### src/scr_map.svh
// Register map, field positions and timing constants for the synthesizer config bank
`ifndef SCR_MAP_SVH
`define SCR_MAP_SVH

// ------------------------------------------------------------
// APB byte addresses (index times four)
// ------------------------------------------------------------
`define SCR_IDX_INT       3'h0
`define SCR_IDX_FINE      3'h1
`define SCR_IDX_REF       3'h2
`define SCR_IDX_FUNC      3'h3
`define SCR_ADDR_INT      8'h00
`define SCR_ADDR_FINE     8'h04
`define SCR_ADDR_REF      8'h08
`define SCR_ADDR_FUNC     8'h0C
`define SCR_ADDR_STATUS   8'h10
`define SCR_ADDR_SHADOW   8'h14

// ------------------------------------------------------------
// Control code field
// ------------------------------------------------------------
`define SCR_CODE_HI       2
`define SCR_CODE_LO       0

// ------------------------------------------------------------
// Fields
// ------------------------------------------------------------
`define SCR_INT_FRACMSB_HI   14
`define SCR_INT_FRACMSB_LO   3
`define SCR_FINE_PHEN_BIT    28
`define SCR_FINE_FRACLSB_HI  27
`define SCR_FINE_FRACLSB_LO  15
`define SCR_FINE_PHASE_HI    14
`define SCR_FINE_PHASE_LO    3
`define SCR_REF_SLIP_BIT     28
`define SCR_REF_CP_HI        27
`define SCR_REF_CP_LO        24
`define SCR_REF_PRESC_BIT    22
`define SCR_REF_HALF_BIT     21
`define SCR_REF_DBL_BIT      20
`define SCR_REF_RCNT_HI      19
`define SCR_REF_RCNT_LO      15
`define SCR_REF_STEP_HI      14
`define SCR_REF_STEP_LO      3
`define SCR_FN_BLEED_HI      24
`define SCR_FN_BLEED_LO      22
`define SCR_FN_BLEEDEN_BIT   21
`define SCR_FN_LOCK_BIT      16
`define SCR_FN_NSEL_BIT      15
`define SCR_FN_SDRST_BIT     14
`define SCR_FN_RAMP_HI       11
`define SCR_FN_RAMP_LO       10
`define SCR_FN_PSK_BIT       9
`define SCR_FN_FSK_BIT       8

// ------------------------------------------------------------
// Reset values and timing
// ------------------------------------------------------------
`define SCR_WORD_RST      32'h0000_0000
`define SCR_FN_RST        32'h0002_0003
`define SCR_NSEL_DELAY    3'h4
`define SCR_RDATA_ZERO    32'h0000_0000

`endif

### src/scr_pkg.sv
// Types shared by the synthesizer config bank
package scr_pkg;
  // Delayed-load sequencer states
  typedef enum logic [1:0] {
    SCR_IDLE,
    SCR_WAIT,
    SCR_LOAD
  } scr_load_e;
  typedef logic [31:0] scr_word_t;
endpackage : scr_pkg

### src/scr_config_bank.sv
// Top of the synthesizer configuration bank with APB slave and field outputs
// Contract
// - code 001 writes fine fraction/phase word
// - code 010 writes reference path word
// - code 011 writes function word
// - fine bit 28 phase enable, 14:3 phase
// - fraction equals low plus high times 8192
// - phase step applies after integer write
// - reference bit 28 enables slip reduction
// - reference bits 27:24 pump current
// - bit 21 inserts divide-by-two stage
// - bit 20 selects reference doubling
// - bits 19:15 reference divide 1 to 32
// - bits 14:3 ramp step divider
// - function bit 21 bleed, 24:22 magnitude
// - function bit 16 lock loss indication
// - bit 15 aligns integer with fraction load
// - bit 14 zero resets modulator per integer write
// - function bits 11:10 ramp waveform
// - function bit 9 phase keying
// - function bit 8 frequency keying
// - code 000 writes integer word
`timescale 1ns/1ps
`include "scr_map.svh"

module scr_config_bank (
  input wire logic mclk,
  input wire logic nrst,
  input wire logic psel,
  input wire logic penable,
  input wire logic pwrite,
  input wire logic [7:0] paddr,
  input wire logic [31:0] pwdata,
  output logic [31:0] prdata,
  output logic pready,
  output logic pslverr,
  input wire logic pfd_tick,
  output logic [24:0] fine_divide_word,
  output logic [11:0] phase_step_word,
  output logic phase_step_pulse,
  output logic slip_reduction_enable,
  output logic [3:0] pump_current,
  output logic prescaler_high,
  output logic ref_half_divide,
  output logic ref_double,
  output logic [5:0] ref_divide_ratio,
  output logic [11:0] ramp_step_divider,
  output logic bleed_enable,
  output logic [2:0] bleed_level,
  output logic lock_loss_indicate,
  output logic lock_loss_unreliable,
  output logic int_load_pulse,
  output logic fine_divide_word_load_pulse,
  output logic mod_reset_pulse,
  output logic [1:0] ramp_waveform,
  output logic psk_enable,
  output logic fsk_enable
);

  // ------------------------------------------------------------
  // APB decode
  // ------------------------------------------------------------
  logic setup;           // Setup phase of any transfer
  logic access;          // Access phase; writes answered in its first cycle, reads in its second
  logic wr_hit;          // Write to the serial word port
  logic [2:0] wr_code;   // Control code carried in the word
  logic rd_busy_reg;     // Second cycle of a read access
  scr_pkg::scr_word_t bank_rd;  // Registered read of the bank
  logic [2:0] rd_idx;    // Read index into the bank
  logic [7:0] rd_addr_reg;      // Address captured for read mux

  assign setup = psel && !penable;
  assign access = psel && penable;
  assign wr_code = pwdata[`SCR_CODE_HI:`SCR_CODE_LO];
  // Words land by their own code, not by address; the address only
  // has to point at the word port (any of the first four slots).
  assign wr_hit = access && pwrite && (paddr < `SCR_ADDR_STATUS) && pready;
  assign rd_idx = paddr[4:2];

  // Reads take two access cycles so the bank's registered port settles
  always_ff @(posedge mclk or negedge nrst) begin
    if (!nrst) begin
      rd_busy_reg <= 1'b0;
      rd_addr_reg <= 8'h00;
    end else begin
      rd_busy_reg <= access && !pwrite && !rd_busy_reg;
      if (setup) begin
        rd_addr_reg <= paddr;
      end
    end
  end

  // Ready: writes answer in the first access cycle, reads in the second
  always_ff @(posedge mclk or negedge nrst) begin
    if (!nrst) begin
      pready <= 1'b0;
      pslverr <= 1'b0;
    end else begin
      pready <= (setup && pwrite) || (access && !pwrite && !rd_busy_reg);
      // Error stands with ready, so a refused read reports it as well
      pslverr <= ((setup && pwrite) || (access && !pwrite && !rd_busy_reg)) &&
                 (paddr > `SCR_ADDR_SHADOW || paddr[1:0] != 2'h0);
    end
  end

  // ------------------------------------------------------------
  // Word storage
  // ------------------------------------------------------------
  scr_word_bank u_bank (
    .mclk(mclk),
    .nrst(nrst),
    .wr_en(wr_hit && !wr_code[2]),
    .wr_idx(wr_code),
    .wr_word(pwdata),
    .rd_idx(rd_idx),
    .rd_word(bank_rd)
  );

  // Local copies that drive field outputs; each updates whole
  scr_pkg::scr_word_t int_reg;
  scr_pkg::scr_word_t fine_reg;
  scr_pkg::scr_word_t ref_reg;
  scr_pkg::scr_word_t func_reg;
  logic int_write;  // One-cycle strobe of an integer word write

  always_ff @(posedge mclk or negedge nrst) begin
    if (!nrst) begin
      int_reg <= `SCR_WORD_RST;
      fine_reg <= `SCR_WORD_RST;
      ref_reg <= `SCR_WORD_RST;
      func_reg <= `SCR_FN_RST;
      int_write <= 1'b0;
    end else begin
      int_write <= wr_hit && wr_code == `SCR_IDX_INT;
      if (wr_hit) begin
        unique case (wr_code)
          `SCR_IDX_INT: int_reg <= pwdata;
          `SCR_IDX_FINE: fine_reg <= pwdata;
          `SCR_IDX_REF: ref_reg <= pwdata;
          `SCR_IDX_FUNC: func_reg <= pwdata;
          default: ;                          // Codes 4 to 7 are dropped, no slot takes them
        endcase
      end
    end
  end

  // ------------------------------------------------------------
  // Load sequencing
  // ------------------------------------------------------------
  logic int_load;
  logic fine_divide_word_load;
  logic mod_reset;

  scr_load_seq u_seq (
    .mclk(mclk),
    .nrst(nrst),
    .pfd_tick(pfd_tick),
    .int_write(int_write),
    .align_en(func_reg[`SCR_FN_NSEL_BIT]),
    .hold_mod(func_reg[`SCR_FN_SDRST_BIT]),
    .int_load(int_load),
    .fine_divide_word_load(fine_divide_word_load),
    .mod_reset(mod_reset)
  );

  // ------------------------------------------------------------
  // Fine word and phase outputs
  // ------------------------------------------------------------
  // Fraction is refreshed only on the fraction load so the divider
  // never sees a half-updated word.
  always_ff @(posedge mclk or negedge nrst) begin
    if (!nrst) begin
      fine_divide_word <= 25'h0000000;
      phase_step_word <= 12'h000;
      phase_step_pulse <= 1'b0;
    end else begin
      if (fine_divide_word_load) begin
        fine_divide_word <= {int_reg[`SCR_INT_FRACMSB_HI:`SCR_INT_FRACMSB_LO],
                             fine_reg[`SCR_FINE_FRACLSB_HI:`SCR_FINE_FRACLSB_LO]};
      end
      // Phase moves by word*360/4096 degrees, only on integer writes
      phase_step_pulse <= int_write && fine_reg[`SCR_FINE_PHEN_BIT];
      if (int_write) begin
        phase_step_word <= fine_reg[`SCR_FINE_PHASE_HI:`SCR_FINE_PHASE_LO];
      end
    end
  end

  // ------------------------------------------------------------
  // Reference path outputs
  // ------------------------------------------------------------
  always_ff @(posedge mclk or negedge nrst) begin
    if (!nrst) begin
      slip_reduction_enable <= 1'b0;
      pump_current <= 4'h0;
      prescaler_high <= 1'b0;
      ref_half_divide <= 1'b0;
      ref_double <= 1'b0;
      ref_divide_ratio <= 6'h20;
      ramp_step_divider <= 12'h000;
    end else begin
      // Slip reduction is passed through; safe use is the host's job
      slip_reduction_enable <= ref_reg[`SCR_REF_SLIP_BIT];
      pump_current <= ref_reg[`SCR_REF_CP_HI:`SCR_REF_CP_LO];
      prescaler_high <= ref_reg[`SCR_REF_PRESC_BIT];
      ref_half_divide <= ref_reg[`SCR_REF_HALF_BIT];
      ref_double <= ref_reg[`SCR_REF_DBL_BIT];
      // Code 0 stands for 32 so ratios 1..32 all fit in five bits
      ref_divide_ratio <= (ref_reg[`SCR_REF_RCNT_HI:`SCR_REF_RCNT_LO] == 5'h00) ? 6'h20 :
                          {1'b0, ref_reg[`SCR_REF_RCNT_HI:`SCR_REF_RCNT_LO]};
      ramp_step_divider <= ref_reg[`SCR_REF_STEP_HI:`SCR_REF_STEP_LO];
    end
  end

  // ------------------------------------------------------------
  // Function outputs
  // ------------------------------------------------------------
  always_ff @(posedge mclk or negedge nrst) begin
    if (!nrst) begin
      bleed_enable <= 1'b0;
      bleed_level <= 3'h0;
      lock_loss_indicate <= 1'b0;
      lock_loss_unreliable <= 1'b0;
      ramp_waveform <= 2'h0;
      psk_enable <= 1'b0;
      fsk_enable <= 1'b0;
    end else begin
      bleed_enable <= func_reg[`SCR_FN_BLEEDEN_BIT];
      bleed_level <= func_reg[`SCR_FN_BLEED_HI:`SCR_FN_BLEED_LO];
      // Zero means flag even with the reference gone
      lock_loss_indicate <= !func_reg[`SCR_FN_LOCK_BIT];
      // Bleed current upsets the lock-loss detector
      lock_loss_unreliable <= func_reg[`SCR_FN_BLEEDEN_BIT];
      ramp_waveform <= func_reg[`SCR_FN_RAMP_HI:`SCR_FN_RAMP_LO];
      psk_enable <= func_reg[`SCR_FN_PSK_BIT];
      fsk_enable <= func_reg[`SCR_FN_FSK_BIT];
    end
  end

  // Load strobes straight from the sequencer flops, one cycle later
  always_ff @(posedge mclk or negedge nrst) begin
    if (!nrst) begin
      int_load_pulse <= 1'b0;
      fine_divide_word_load_pulse <= 1'b0;
      mod_reset_pulse <= 1'b0;
    end else begin
      int_load_pulse <= int_load;
      fine_divide_word_load_pulse <= fine_divide_word_load;
      mod_reset_pulse <= mod_reset;
    end
  end

  // ------------------------------------------------------------
  // Read data
  // ------------------------------------------------------------
  // Status slot shows the reserved-bit sanity of the function word
  // and the live divide word; the word slots are a debug shadow.
  always_ff @(posedge mclk or negedge nrst) begin
    if (!nrst) begin
      prdata <= `SCR_RDATA_ZERO;
    end else if (access && !pwrite && !rd_busy_reg) begin
      // Loaded with ready, so the data stand at the edge that takes them
      if (rd_addr_reg == `SCR_ADDR_STATUS) begin
        prdata <= {6'h00, func_reg[17], fine_divide_word};
      end else if (rd_addr_reg == `SCR_ADDR_SHADOW) begin
        prdata <= {29'h0, ref_divide_ratio[5], ref_half_divide, ref_double};
      end else if (rd_addr_reg < `SCR_ADDR_STATUS) begin
        prdata <= bank_rd;
      end else begin
        prdata <= `SCR_RDATA_ZERO;
      end
    end
  end

endmodule : scr_config_bank

### src/scr_word_bank.sv
// Small memory of the four coded configuration words
`timescale 1ns/1ps
`include "scr_map.svh"

module scr_word_bank (
  input wire logic mclk,
  input wire logic nrst,
  input wire logic wr_en,
  input wire logic [2:0] wr_idx,
  input wire scr_pkg::scr_word_t wr_word,
  input wire logic [2:0] rd_idx,
  output scr_pkg::scr_word_t rd_word
);
  // ------------------------------------------------------------
  // Storage, one entry per code 0..3
  // ------------------------------------------------------------
  scr_pkg::scr_word_t mem_reg [0:3];

  // Each entry loads a whole word at once, others keep value
  genvar gi;
  generate
    for (gi = 0; gi < 4; gi = gi + 1) begin : g_ent
      always_ff @(posedge mclk or negedge nrst) begin
        if (!nrst) begin
          mem_reg[gi] <= (gi == 3) ? `SCR_FN_RST : `SCR_WORD_RST;
        end else if (wr_en && wr_idx == 3'(gi)) begin
          mem_reg[gi] <= wr_word;
        end
      end
    end
  endgenerate

  // Registered read port
  always_ff @(posedge mclk or negedge nrst) begin
    if (!nrst) begin
      rd_word <= `SCR_WORD_RST;
    end else if (rd_idx[2]) begin
      rd_word <= `SCR_WORD_RST;
    end else begin
      rd_word <= mem_reg[rd_idx[1:0]];
    end
  end
endmodule : scr_word_bank

### src/scr_load_seq.sv
// Sequencer for integer/fraction load alignment and modulator reset
`timescale 1ns/1ps
`include "scr_map.svh"

module scr_load_seq (
  input wire logic mclk,
  input wire logic nrst,
  input wire logic pfd_tick,
  input wire logic int_write,
  input wire logic align_en,
  input wire logic hold_mod,
  output logic int_load,
  output logic fine_divide_word_load,
  output logic mod_reset
);
  // ------------------------------------------------------------
  // State
  // ------------------------------------------------------------
  scr_pkg::scr_load_e state_reg;
  logic [2:0] cnt_reg;

  // Fraction loads four detector ticks after an integer write;
  // integer loads at once unless alignment asks it to wait.
  always_ff @(posedge mclk or negedge nrst) begin
    if (!nrst) begin
      state_reg <= scr_pkg::SCR_IDLE;
      cnt_reg <= 3'h0;
      int_load <= 1'b0;
      fine_divide_word_load <= 1'b0;
      mod_reset <= 1'b0;
    end else begin
      int_load <= 1'b0;
      fine_divide_word_load <= 1'b0;
      mod_reset <= int_write && !hold_mod;
      unique case (state_reg)
        scr_pkg::SCR_IDLE: begin
          if (int_write) begin
            int_load <= !align_en;
            cnt_reg <= 3'h0;
            state_reg <= scr_pkg::SCR_WAIT;
          end
        end
        scr_pkg::SCR_WAIT: begin
          // A fresh write restarts the wait so both halves stay paired
          if (int_write) begin
            cnt_reg <= 3'h0;
            int_load <= !align_en;
          end else if (pfd_tick) begin
            cnt_reg <= cnt_reg + 3'h1;
            if (cnt_reg + 3'h1 == `SCR_NSEL_DELAY) begin
              state_reg <= scr_pkg::SCR_LOAD;
            end
          end
        end
        scr_pkg::SCR_LOAD: begin
          fine_divide_word_load <= 1'b1;
          int_load <= align_en;
          state_reg <= scr_pkg::SCR_IDLE;
        end
      endcase
    end
  end
endmodule : scr_load_seq

### config.mk
export PLATFORM = sky130hd
export DESIGN_NAME = scr_config_bank
export DESIGN_NICKNAME = d
export VERILOG_FILES = /design/src/scr_pkg.sv /design/src/scr_config_bank.sv /design/src/scr_word_bank.sv /design/src/scr_load_seq.sv
export VERILOG_INCLUDE_DIRS = /design/src
export SDC_FILE = /design/constraint.sdc
export NUM_CORES = 1
export LEC_CHECK = 0
export ABC_AREA = 1
export BUFFER_PORTS_ARGS = -buffer_cell sky130_fd_sc_hd__clkbuf_2
export CELL_PAD_IN_SITES_DETAIL_PLACEMENT = 0
export CELL_PAD_IN_SITES_GLOBAL_PLACEMENT = 2
export CORE_MARGIN = 4
export CORE_UTILIZATION = 37
export DETAILED_ROUTE_END_ITERATION = 12
export PLACE_DENSITY = 0.91
export SETUP_SLACK_MARGIN = 0.02
export SLEW_MARGIN = 0
export SYNTH_ARGS = -nofsm -noshare
export SYNTH_HDL_FRONTEND = slang
export SYNTH_SLANG_ARGS = --single-unit
### constraint.sdc
create_clock -name mclk -period 1.8 [get_ports mclk]
set_input_delay 0.18 -clock mclk [delete_from_list [all_inputs] [get_ports mclk]]
set_output_delay 0.18 -clock mclk [all_outputs]
set_load 0.005 [all_outputs]
-- Word-level counts from Yosys, hierarchy flattened
Cells that the tools add are included.
- add/sub/neg operators: 1
- $lt $le $gt $ge: 4
- eq/ne operators: 13
- muxes and demuxes: 20
- bitwise logic cells: 1
- reductions and logical operators: 38
- operators with widths (kind ; count):
    $mux 32 ; 6
    $bmux 32 s2 ; 1
    $logic_and 1x1->1 ; 17
    $eq 8x5->1 const B ; 2
    $lt 8x5->1 const B ; 2
    $mux 3 ; 3
    $gt 8x5->1 const B ; 1
    $mux 2 ; 4
    $reduce_and 2->1 ; 4
    $logic_not 1->1 ; 7
    $eq 3x2->1 const B ; 2
    $mux 6 ; 1
    $ne 2x2->1 const B ; 3
    $pmux 2 s3 ; 1
    $pmux 3 s2 ; 1
    $logic_not 5->1 ; 1
    $reduce_and 4->1 ; 1
    $reduce_bool 2->1 ; 2
    $add 3x1->3 const B ; 1
    $eq 3x1->1 const B ; 1
    $eq 3x3->1 const B ; 1
    $ge 3x3->1 const B ; 1
    $logic_not 3->1 ; 1
    $ne 3x3->1 const B ; 1
    10 further kinds ; 12
- flip-flop bits (word level): 386
- bits of input ports: 46
- output and inout port bits: 111
- logic and storage cells: 116

-- Longest topological paths before layout
- word-level depth: 6
- depth in mapped cells: 9

-- Hierarchy
A second synthesis with hierarchy kept.
- cell total of the unflattened synthesis: 1615
- area, all modules: 15487.4 um^2
- modules (own cells, without submodules) (module ; instances ; cells an instance ; area an instance (um^2)):
    scr_word_bank ; 1 ; 857 ; 7531.0
    scr_config_bank ; 1 ; 709 ; 7522.2
    scr_load_seq ; 1 ; 49 ; 434.2

-- Least setup slack after synthesis
No wires, ideal clock.
- kind: reg-to-reg
- from: reg u_seq.fine_divide_word_load
- to: reg fine_divide_word[20]
- arrival: 1.297 ns
- setup slack: 0.378 ns
- cell stages (with the launch flop): 4
- path buffers: 2
- cell sequence: dfrtp_1 clkbuf_1 clkbuf_1 mux2_2
- RTL lines (what ; RTL line ; RTL):
    start, declared ; scr_load_seq.sv:13 ; output logic fine_divide_word_load,
    start signal, assigned ; scr_load_seq.sv:29 ; fine_divide_word_load <= 1'b0;
    start signal, assigned ; scr_load_seq.sv:33 ; fine_divide_word_load <= 1'b0;
    start signal, assigned ; scr_load_seq.sv:56 ; fine_divide_word_load <= 1'b1;
    end signal, assigned ; scr_config_bank.sv:178 ; fine_divide_word <= {int_reg[`SCR_INT_FRACMSB_HI:`SCR_INT_FRACMSB_LO],
    end, declared ; scr_config_bank.sv:38 ; output logic [24:0] fine_divide_word,
No word-level cell between the ends.

-- Final worst setup path
- from: in paddr[7]
- to: reg fine_reg[20]
- word-level cells in the longest chain between the ends: 4
- ends and longest elaborated chain (what ; RTL line ; RTL):
    start, declared ; scr_config_bank.sv:32 ; input wire logic [7:0] paddr,
    $lt 8x5->1 (no source line) ; - ;
    $logic_and 1x1->1 (2 in a row) ; scr_config_bank.sv:77 ; assign wr_hit = access && pwrite && (paddr < `SCR_ADDR_STATUS) && pready;
    $reduce_and 2->1 (no source line) ; - ;
    end signal, assigned ; scr_config_bank.sv:129 ; fine_reg <= `SCR_WORD_RST;
    end signal, assigned ; scr_config_bank.sv:138 ; `SCR_IDX_FINE: fine_reg <= pwdata;
    end, declared ; scr_config_bank.sv:121 ; scr_pkg::scr_word_t fine_reg;
Every way passes these cells.
A chain may end at the register's enable or synchronous reset.

==> qor.yml <==
yosys-top-cells-area: "dfrtp_1 (64%), nand2_1 (15%), nand4_1 (3.9%)"
slew_headroom_pct: 63.04
tns_ns: 0
synthCells: 1470
die_area_um2: 41240
antenna_found_initial: 3
ff2ff_setup_slack_ns: 0.36
synth_cell_types: 24
cts_sinks: 363
largest_reg_flops: 128
p_leak_nw: 9.433
rsz0062_at_grt: "false"
root_buffer: "clkbuf_16"
grt.overflow.total: 0
cts_buffers: 39
nets: 1713
dp_hpwl_um: 28390
yosysMostFrequentCell: "nand2_1"
synth-seq-cells: 363
cts_tree: "done"
clock_path_buffers: 3
via_count: 10970
clock_latency_ns: 0.54
layout-drive-gt1-share_pct: 18.79
slew_viol_final: 0
synth_nets: 1521
syn_avg_cell_area_um2: 9.577
hp-class: "in -> reg"
dieHeight_um: 203.1
critPathArrivalTime_ns: 2.06
p_per_area_nw_per_um2: 1017
synth_top_area_share_pct: 63.63
cap_violations: 0
htreeDepth: 2
worst-path-max-fanout: 48
tightestPinTransition_ns: 0.5486
via_per_inst: 4.979
area_growth_pct: 23.86
ys_warn_count: 0
drt_wl_total_um: 40670
hold_ws_ns: 0.03086
worstPathRequired_ns: 2.27
grt_pass1_wl_um: 64520
grt_max_degree: 57
period_share_pct: 88.64
placed_area_um2: 15760
ys_seq_area_share_pct: 64.57
synth-edff-count: 0
grt.total_usage_pct: 19.85
hold_viol: 0
avgRoutedWirePerCell_um: 18.46
power_mw: 17.74
status: "complete, no violations"
path_class: "in -> reg"
ir_drop_uv: 631.3
synthArstFlopShare_pct: 100.0
critPathCaptureType: "register"
grt_pass1_vias: 10890
yosysTopAreaCell: "dfrtp_1"
crit_path_start_kind: "input port"
numPortBuffers: 156
final.setup_skew_ns: 0.01923
start_util_pct: 37.47
coreArea_um2: 37580
design_area_um2: 17440
drc: 0
dr.first_iter.drc_count: 694
path_clk_slew_ns: 0.06
firstDrtPassIters: 7
gp_congestion: 0.8121
io_pins: 157
finalCriticalPeriod_ns: 1.595
max_freq_ghz: 0.6268
die_x_um: 203.1
netlist_area_um2: 14080
synth_common_cells: "nand2_1 (547), dfrtp_1 (358), nor2_1 (93)"
synth_ff_type: "dfrtp_1"
num_rows: 71
detail-route-antenna-nets: 0
insertedDiodeCount: 0
setup_violations: 0
## per-layer routing
layer | GRT usage (%) | up-vias | wire (um) | share of wire [%]
met5 | 0 | - | 40 | 0.098
met4 | 4.818 | 6 | 911 | 2.2
met3 | 4.792 | 62 | 3139 | 7.7
met2 | 28.26 | 347 | 17130 | 42
met1 | 30.69 | 5394 | 19450 | 48
li1 | - | 5160 | - | -
## kinds of logic (layout without fill, tap and decap cells)
| family | Yosys count | in the layout | share of synthesized area, % |
|---|---|---|---|
| AOI/OAI and AO/OA | 119 | 119 | 4.701 |
| adders and majority gates | 5 | 5 | 0.4444 |
| buffers and inverters | 152 | 374 | 4.408 |
| DFF | 363 | 363 | 64.57 |
| muxes | 25 | 25 | 2.000 |
| and+or+nand+nor | 806 | 806 | 23.88 |
## worst max-delay path, cell delays in order
cell and delay (ns):
dlygate4sd3_1 0.53, clkbuf_2 0.11, nor2_1 0.19, nand3_1 0.15
nor2_4 0.13, buf_12 0.14, buf_12 0.22, nand4_1 0.24
nand2_1 0.14
## what timing repair did
action,in CTS,in global routing
gates resized for setup,0,0
buffers inserted,0,1
endpoints found under the setup margin,0,95
hold buffers,37,0
hold endpoints to repair,127,0
## per-stage QoR
step	utilization, %	std cells	worst slack [ns]
after global placement	41.94	2094	0.1022
after global routing	46.41	2203	0.06053
after floorplan	-	1470	0.3785
final	46.41	2203	0.2046
after CTS	46.35	2202	0.05397
after detailed placement	41.94	2094	0.05941
## worst paths after layout
path | endpoint | startpoint | cells after the start
setup / recovery | fine_reg[20] | paddr[7] | 9
hold / removal | u_bank.mem_reg[14] | pwdata[14] | 3
setup reg to reg | fine_reg[20] | pready | 6
hold reg to reg | mod_reset_pulse | u_seq.mod_reset | 0
max in group asynchronous | u_bank.mem_reg[62] | nrst | 3
min in group asynchronous | rd_addr_reg[6] | nrst | 2
## area by class of cell
cell class | count | area (um^2)
Clock buffer | 55 | 1137
Fill cell | 3622 | 20140
Tap cell | 511 | 639.4
Clock inverter | 16 | 151.4
Inverter | 54 | 202.7
Sequential cell | 363 | 9090
Multi-Input combinational cell | 955 | 4398
Timing Repair Buffer | 249 | 1819
## layout by cell type (no fill, tap or decap)
cell,n
nand2_1,546
dfrtp_1,358
clkbuf_2,155
nor2_1,88
nand4_1,87
nand3_1,72
o21ai_0,69
inv_1,51
clkbuf_16,40
dlygate4sd3_1,37
buf_4,37
a31oi_1,32
mux2_2,25
buf_12,19
a21oi_1,11
clkinv_2,10
clkbuf_8,8
clkbuf_1,7
a22o_1,6
ha_1,5
dfstp_2,5
nor2_2,4
nor3_1,2
inv_2,2
nor2_4,2
nand3_2,2
bufinv_16,2
nor3b_1,1
clkinv_1,1
a32oi_1,1
nor3_4,1
nand2_2,1
inv_6,1
clkinvlp_4,1
clkinv_8,1
clkinv_4,1
buf_8,1
## power breakdown
| part | internal (mW) | total (mW) | switching (mW) |
|---|---|---|---|
| Clock | 4.71 | 7.97 | 3.26 |
| Combinational | 0.459 | 1.31 | 0.856 |
| Sequential | 8.34 | 8.45 | 0.109 |
Note: power is estimated with default switching activity, not from simulation.
